--- src/hdl/rotate_exec_pkg.sv ---
// constants, phase states and widths for the rotate-through-carry step
// What this block does
// RULE1: rotate selected register right one, through carry
// RULE2: destination select 0 writes accumulator only
// RULE3: destination select 1 writes source register back
// RULE4: bank select 0 resolves inside direct bank
// RULE5: bank select 1 uses bank base pointer
// RULE6: extended set, bank 0, operand up to 5fh: indexed
// RULE7: old carry to bit 7, bit 0 to carry
package rotate_exec_pkg;
    // data path width of the file registers and accumulator
    localparam int DATA_W = 8;
    // default widths of bank pointer and full data address
    localparam int BANK_W_DEF = 4;
    localparam int ADDR_W_DEF = 12;
    // highest operand that stays in the low part of the direct bank
    localparam logic [7:0] ACCESS_LIMIT = 8'h5f;
    // bank used for the low part of the direct bank
    localparam logic [3:0] ACCESS_LO_BANK = 4'h0;
    // bank used for the upper part (special registers) of the direct bank
    localparam logic [3:0] ACCESS_HI_BANK = 4'hf;
    // operand select values
    localparam logic DEST_ACC = 1'b0;
    localparam logic DEST_FILE = 1'b1;
    localparam logic BANK_DIRECT = 1'b0;
    localparam logic BANK_PTR = 1'b1;
    // bit positions inside the byte
    localparam int MSB_POS = 7;
    localparam int LSB_POS = 0;
    // value of an all-clear byte, used for the zero flag
    localparam logic [7:0] BYTE_ZERO = 8'h00;
    // four internal phases plus idle, gray coded from idle through write; the return to idle flips two bits
    typedef enum logic [2:0] {
        PH_IDLE    = 3'h0,
        PH_DECODE  = 3'h1,
        PH_READ    = 3'h3,
        PH_PROCESS = 3'h2,
        PH_WRITE   = 3'h6
    } phase_t;
endpackage : rotate_exec_pkg

--- src/hdl/rotate_right_thru_cy_op.sv ---
// rotate right through carry, executed over four internal phases
`timescale 1ns/1ps
module rotate_right_thru_cy_op #(
    parameter int ADDR_W = rotate_exec_pkg::ADDR_W_DEF,
    parameter int BANK_W = rotate_exec_pkg::BANK_W_DEF
) (
    input wire logic i_core_clk,
    input wire logic i_reset,
    input wire logic i_start,
    input wire logic [rotate_exec_pkg::DATA_W-1:0] i_f_operand,
    input wire logic i_dest_sel,
    input wire logic i_bank_sel,
    input wire logic i_ext_set_en,
    input wire logic [BANK_W-1:0] i_bank_base_ptr,
    input wire logic [ADDR_W-1:0] i_index_base,
    input wire logic i_carry,
    input wire logic [rotate_exec_pkg::DATA_W-1:0] i_mem_rdata,
    output logic o_busy,
    output logic [ADDR_W-1:0] o_mem_addr,
    output logic o_mem_rd,
    output logic o_mem_wr,
    output logic [rotate_exec_pkg::DATA_W-1:0] o_mem_wdata,
    output logic o_acc_wr,
    output logic [rotate_exec_pkg::DATA_W-1:0] o_acc_wdata,
    output logic o_carry,
    output logic o_negative,
    output logic o_zero,
    output logic o_status_wr,
    output logic o_indexed,
    output logic o_done
);
    import rotate_exec_pkg::*;

    // the address is a bank above an 8-bit operand, nothing else fits
    generate
        if (ADDR_W != BANK_W + DATA_W) begin : g_bad_width
            $error("address width must be bank width plus eight");
        end
    endgenerate

    // returns {new carry, rotated byte}
    function automatic logic [DATA_W:0] rotate_thru(
        input logic [DATA_W-1:0] value,
        input logic carry_in
    );
        // old carry enters at the top, bit 0 leaves as carry
        return {value[LSB_POS], carry_in,
            value[MSB_POS:LSB_POS+1]}; // see RULE7
    endfunction : rotate_thru

    phase_t state_reg; // current phase
    phase_t state_next; // phase after this edge
    logic [DATA_W-1:0] f_reg; // latched register operand
    logic dest_reg; // latched destination select
    logic bank_reg; // latched bank select
    logic ext_reg; // latched extended set enable
    logic cin_reg; // carry as it stood at the start
    logic [BANK_W-1:0] bptr_reg; // latched bank base pointer
    logic [ADDR_W-1:0] ibase_reg; // latched index base
    logic [DATA_W-1:0] rdata_reg; // operand as read, kept for the checks

    wire [ADDR_W-1:0] res_addr; // resolved address of the operand
    wire res_indexed; // resolved in indexed literal offset mode

    // operand and status are held from start, so later input changes
    // cannot disturb an instruction already in flight
    wire take = (state_reg == PH_IDLE) && i_start;
    wire in_decode = (state_reg == PH_DECODE);
    wire in_process = (state_reg == PH_PROCESS);
    // rotated value from the data returned during the process phase
    wire [DATA_W:0] rot_now = rotate_thru(i_mem_rdata, cin_reg); // see RULE1
    wire [DATA_W-1:0] rot_byte = rot_now[DATA_W-1:0];
    wire rot_cy = rot_now[DATA_W];
    wire to_acc = (dest_reg == DEST_ACC); // see RULE2
    wire to_file = (dest_reg == DEST_FILE); // see RULE3

    operand_addr_resolve #(
        .ADDR_W(ADDR_W),
        .BANK_W(BANK_W)
    ) u_resolve (
        .i_f_operand(f_reg),
        .i_bank_sel(bank_reg),
        .i_ext_set_en(ext_reg),
        .i_bank_base_ptr(bptr_reg),
        .i_index_base(ibase_reg),
        .o_addr(res_addr),
        .o_indexed(res_indexed)
    );

    // phase sequencing: decode, read, process, write, then idle
    always_comb begin
        case (state_reg)
            PH_IDLE: begin
                state_next = i_start ? PH_DECODE : PH_IDLE;
            end
            PH_DECODE: begin
                state_next = PH_READ;
            end
            PH_READ: begin
                state_next = PH_PROCESS;
            end
            PH_PROCESS: begin
                state_next = PH_WRITE;
            end
            PH_WRITE: begin
                state_next = PH_IDLE;
            end
            default: begin
                state_next = PH_IDLE;
            end
        endcase
    end

    // phase register
    always_ff @(posedge i_core_clk) begin
        if (i_reset) begin
            state_reg <= PH_IDLE;
        end else begin
            state_reg <= state_next;
        end
    end

    // operand latch on acceptance
    always_ff @(posedge i_core_clk) begin
        if (i_reset) begin
            f_reg <= '0;
            dest_reg <= DEST_FILE;
            bank_reg <= BANK_PTR;
            ext_reg <= 1'b0;
            cin_reg <= 1'b0;
            bptr_reg <= '0;
            ibase_reg <= '0;
        end else if (take) begin
            f_reg <= i_f_operand;
            dest_reg <= i_dest_sel;
            bank_reg <= i_bank_sel;
            ext_reg <= i_ext_set_en;
            cin_reg <= i_carry;
            bptr_reg <= i_bank_base_ptr;
            ibase_reg <= i_index_base;
        end
    end

    // busy from acceptance until the write phase ends
    always_ff @(posedge i_core_clk) begin
        if (i_reset) begin
            o_busy <= 1'b0;
        end else begin
            o_busy <= (state_next != PH_IDLE);
        end
    end

    // read request for the read phase; address held to the end
    always_ff @(posedge i_core_clk) begin
        if (i_reset) begin
            o_mem_addr <= '0;
            o_indexed <= 1'b0;
            o_mem_rd <= 1'b0;
        end else begin
            o_mem_rd <= in_decode;
            if (in_decode) begin
                o_mem_addr <= res_addr; // see RULE4
                o_indexed <= res_indexed; // see RULE6
            end
        end
    end

    // keep the byte as read, the memory need not hold it
    always_ff @(posedge i_core_clk) begin
        if (i_reset) begin
            rdata_reg <= '0;
        end else if (in_process) begin
            rdata_reg <= i_mem_rdata;
        end
    end

    // write strobes: exactly one destination per instruction
    always_ff @(posedge i_core_clk) begin
        if (i_reset) begin
            o_mem_wr <= 1'b0;
            o_acc_wr <= 1'b0;
            o_status_wr <= 1'b0;
            o_done <= 1'b0;
        end else begin
            o_mem_wr <= in_process && to_file; // see RULE3
            o_acc_wr <= in_process && to_acc; // see RULE2
            o_status_wr <= in_process;
            o_done <= in_process;
        end
    end

    // result and flags; the data buses keep their last value afterwards
    always_ff @(posedge i_core_clk) begin
        if (i_reset) begin
            o_mem_wdata <= '0;
            o_acc_wdata <= '0;
            o_carry <= 1'b0;
            o_negative <= 1'b0;
            o_zero <= 1'b0;
        end else if (in_process) begin
            if (to_file) begin
                o_mem_wdata <= rot_byte; // see RULE3
            end
            if (to_acc) begin
                o_acc_wdata <= rot_byte; // see RULE2
            end
            o_carry <= rot_cy; // see RULE7
            o_negative <= rot_byte[MSB_POS];
            o_zero <= (rot_byte == BYTE_ZERO);
        end
    end

    // expected rotate from the stored operand and starting carry
    wire [DATA_W:0] rot_chk = rotate_thru(rdata_reg, cin_reg);
endmodule : rotate_right_thru_cy_op

--- src/hdl/operand_addr_resolve.sv ---
// combinational resolution of the 8-bit operand to a data address
`timescale 1ns/1ps
module operand_addr_resolve #(
    parameter int ADDR_W = rotate_exec_pkg::ADDR_W_DEF,
    parameter int BANK_W = rotate_exec_pkg::BANK_W_DEF
) (
    input wire logic [rotate_exec_pkg::DATA_W-1:0] i_f_operand,
    input wire logic i_bank_sel,
    input wire logic i_ext_set_en,
    input wire logic [BANK_W-1:0] i_bank_base_ptr,
    input wire logic [ADDR_W-1:0] i_index_base,
    output logic [ADDR_W-1:0] o_addr,
    output logic o_indexed
);
    import rotate_exec_pkg::*;

    // operand sits in the low half of the direct bank
    wire low_half = (i_f_operand <= ACCESS_LIMIT);
    // indexed literal offset only with direct bank and extended set
    wire use_index = (i_bank_sel == BANK_DIRECT) && i_ext_set_en
        && low_half; // see RULE6
    // index base plus operand, wraps inside the address space
    wire [ADDR_W-1:0] index_addr = ADDR_W'(i_index_base
        + {{(ADDR_W-DATA_W){1'b0}}, i_f_operand}); // see RULE6
    // pointer selects the general bank holding the operand
    wire [ADDR_W-1:0] bank_addr = {i_bank_base_ptr, i_f_operand}; // see RULE5
    // direct bank: low half at bank 0, upper half at the top bank
    wire [BANK_W-1:0] direct_bank = low_half ? BANK_W'(ACCESS_LO_BANK)
        : BANK_W'(ACCESS_HI_BANK);
    // pointer is never consulted here
    wire [ADDR_W-1:0] direct_addr = {direct_bank, i_f_operand}; // see RULE4

    // priority: pointer, then indexed, then plain direct
    assign o_addr = (i_bank_sel == BANK_PTR) ? bank_addr
        : (use_index ? index_addr : direct_addr);
    assign o_indexed = use_index;
endmodule : operand_addr_resolve

--- config.mk ---
export PLATFORM = sky130hd
export DESIGN_NAME = rotate_right_thru_cy_op
export DESIGN_NICKNAME = d
export VERILOG_FILES = /design/src/hdl/rotate_exec_pkg.sv /design/src/hdl/rotate_right_thru_cy_op.sv /design/src/hdl/operand_addr_resolve.sv
export SDC_FILE = /design/constraint.sdc
export NUM_CORES = 1
export LEC_CHECK = 0
export CORE_MARGIN = 8
export CORE_UTILIZATION = 57
export CTS_CLUSTER_DIAMETER = 150
export DETAILED_ROUTE_END_ITERATION = 8
export DONT_BUFFER_PORTS = 1
export PLACE_DENSITY_LB_ADDON = 0.08
export SLEW_MARGIN = 5
export SYNTH_ARGS = -nofsm -noshare
export SYNTH_HDL_FRONTEND = slang
export SYNTH_HIERARCHICAL = 1
export SYNTH_SLANG_ARGS = --single-unit
--- constraint.sdc ---
create_clock -name i_core_clk -period 5 [get_ports i_core_clk]
set_input_delay 0.25 -clock i_core_clk [delete_from_list [all_inputs] [get_ports i_core_clk]]
set_output_delay 0.25 -clock i_core_clk [all_outputs]
set_load 0.01 [all_outputs]
==> key figures <==
Synthesis
  • Register area share after synthesis: 0.441
  • Post-synthesis cell type count: between 40 and 50
  • Synthesized area: 3090 µm²
  • Mapped Cells: 356
  • Top_reg_cell synth: dfxtp_1
  • EDFF count, synth: 0
  • Async S/R FF share, synth: 0
  • Syn Nets: 404
  • Syn Area/Cell: roughly 8.7 µm²
  • Register bit total from synthesis: 68
  • Yosys Warn Count: 6

Worst setup path
  • R2R Path End: o_mem_addr[10]$_SDFFE_PP0N_
  • Worst Setup EP: o_mem_addr[10]$_SDFFE_PP0N_
  • Crit Reg-Reg Startpoint: f_reg[0]$_SDFFE_PP0P_
  • Worst R2R Setup Slack: 2.69 ns
  • Worst Setup SP: f_reg[0]$_SDFFE_PP0P_
  • WP data required: 5.27 ns
  • WP data arrival: approximately 2.6 ns
  • FF-to-FF path depth: 10
  • Worst setup SP type: register
  • CP endpoint kind: register
  • Critical path type: register to register
  • Worst-path fanout max: 3

Placement
  • Worst slack at placement: 2.75 ns
  • Final HPWL DP: 4950 µm
  • Post-Place Cell Area: 3060 µm²
  • GPL Wtd Cong: 0.791
  • Port-buffer cells: 0

Power
  • Pleak: 1.26 nW
  • Peak VDD IR: 0.217 mV
  • Total power: 0.00120 W
  • Cell area power density: 363 nW/µm²

Run status
  • Status: finished, final reports clean

Clock network
  • Root Buffer: clkbuf_8
  • Hold buffer count at CTS: 2
  • Maximum clock insertion buffer count: 2
  • CTS sink cnt: a little under 70
  • Post-CTS setup buffer count: 0
  • Clk Latency, worst-skew pair: 0.34 ns
  • Cts repair resizes: 0
  • Num CTS Buffers: 9
  • CTS tree: built
  • H-tree levels: 3
  • Reg clk slew, reported paths: 0.07 ns

Job
  • Max_cap viols: 0

Floorplanning
  • Die Ht: 89.6 µm
  • Die Wd: 89.6 µm
  • Row count: 26
  • Total core area: ~5200 µm²
  • Total die area: 8030 µm²
  • Initial Util: 0.597
  • IO Pins: 77

Timing
  • Worst-margin pin slew: ~0.74 ns
  • Final worst path period share: 0.462
  • Setup Skew: 0.0124 ns
  • Rel. slew slack: 0.506
  • RSZ-0062 raised after global routing: false
  • Max frequency: 0.433 GHz
  • Pins over their slew limit: 0
  • Fin worst setup slack: 2.69 ns
  • TNS Setup: 0 ns
  • Fin. Hold Viols: 0
  • Min Tclk post-route: 2.31 ns
  • Final Setup Violations: 0

Finish
  • Most frequent cells in the layout: nand2_1 (85), dfxtp_1 (68), a21oi_1 (37)
  • Final nets: 400
  • Antenna Cells: 0
  • Most common cell after layout, fill and taps aside: nand2_1
  • FILL cells: around 440
  • Proportion of layout cells with a drive suffix above 1: 0.0896
  • Layout area overhead: 6.97%
  • Fin area: ~3300 µm²

Routing
  • First-pass DRT Iterations: 4
  • Initial DRC count: 104
  • Post-DR wirelength/cell: 16.4 µm
  • Vias: approximately 2400
  • Routed Antenna Nets: 0
  • Vias per cell: 5.56
  • Routed wire length: 7000 µm
  • DRC: 0

Global routing
  • Vias in the first global route: 2213
  • Initial antenna violation count: 0
  • Largest net degree at the start of global routing: 65
  • Grt ovf: 0
  • Total GRT Usage: 0.184
  • First-pass GRT wire length: 11200 µm

Min path
  • Worst min-delay path class: primary input to register
  • Hold depth: 2
[synth_stat cells (2+ instances only)]
library cell	count	area, µm²
inv_1	7	26.3
a211oi_2	2	25.0
xor2_1	2	17.5
buf_4	3	22.5
nor2b_1	5	31.3
ha_1	8	100
a21oi_1	37	185
a31oi_1	2	12.5
a21o_1	4	30.0
nand3_1	6	30.0
mux2i_1	25	250
buf_2	2	10.0
xnor2_1	2	17.5
nand2b_1	2	12.5
dfxtp_1	68	1360
a2bb2oi_1	2	17.5
buf_6	7	78.8
nor3b_2	2	25.0
o21ai_2	2	17.5
nand3b_1	2	15.0
o21ai_0	9	45.0
or3_1	2	12.5
nor2_1	29	109
nand2_1	85	319
o21a_1	5	37.5
clkbuf_1	9	33.8
nor3_1	4	20.0
nor4_1	3	18.8
[metrics by stage]
stage,instances,utilization,hold slack (ns)
4_1_cts,426,0.636,0.00577
6_report,427,0.638,0.0374
5_1_grt,427,0.638,0.0182
3_5_place_dp,408,0.591,0.330
2_1_floorplan,356,-,0.336
3_3_place_gp,408,0.591,0.326
[worst min path at each step]
stage | start | to | slack, ns
2_1_floorplan | i_reset | state_reg[2]$_SDFF_PP0_ | 0.34
3_3_place_gp | i_reset | o_acc_wdata[3]$_SDFFE_PP0P_ | 0.33
3_5_place_dp | i_reset | o_mem_rd$_SDFF_PP0_ | 0.33
4_1_cts | i_reset | dest_reg$_SDFFE_PP1P_ | 0.006
5_1_grt | i_mem_rdata[7] | o_acc_wdata[6]$_SDFFE_PP0P_ | 0.02
6_report | i_bank_sel | bank_reg$_SDFFE_PP1P_ | 0.04
[cells by family (layout without fill, tap and decap cells)]
family,Yosys count,count (layout),share of synthesized area
AND/OR/NAND/NOR,150,150,0.227
AO/OA/AOI/OAI,72,72,0.145
flip-flops,68,68,0.441
buffers and inverters,28,29,0.0555
multiplexers,25,25,0.0811
adder cells (fa/ha/maj),9,9,0.0389
XOR/XNOR,4,4,0.0114
[area by class of cell]
cell class | count | area (µm²) | share of cell area
clock inverters | 4 | 31.3 | 0.00947
well taps | 70 | 87.6 | 0.0265
clock buffers | 12 | 165 | 0.0500
repair buffers | 6 | 70.1 | 0.0212
inverters | 7 | 26.3 | 0.00796
flip-flops and latches | 68 | 1360 | 0.412
multi-input cells | 260 | 1560 | 0.473
[layer usage]
layer,vias to the layer above,track usage,wire length (µm)
met4,0,0.0785,59
met1,1088,0.236,3220
met3,6,0.0901,736
li1,1207,-,-
met2,75,0.254,2990
met5,-,0,0
[worst max-delay path, cell delays in order (launching register included)]
cell	delay, ns
dfxtp_1	0.37
ha_1	0.22
inv_1	0.08
fa_1	0.41
nor2b_1	0.16
o31a_1	0.20
o21ai_2	0.10
or4_1	0.47
nand3_1	0.09
mux2i_1	0.07
nor2_1	0.08
[where the power goes]
group	internal (W)	total, W	switching [W]
combinational	0.0000674	0.000154	0.0000869
sequential	0.000573	0.000611	0.0000384
clock	0.000223	0.000431	0.000208
Note: power is estimated with default switching activity, not from simulation.
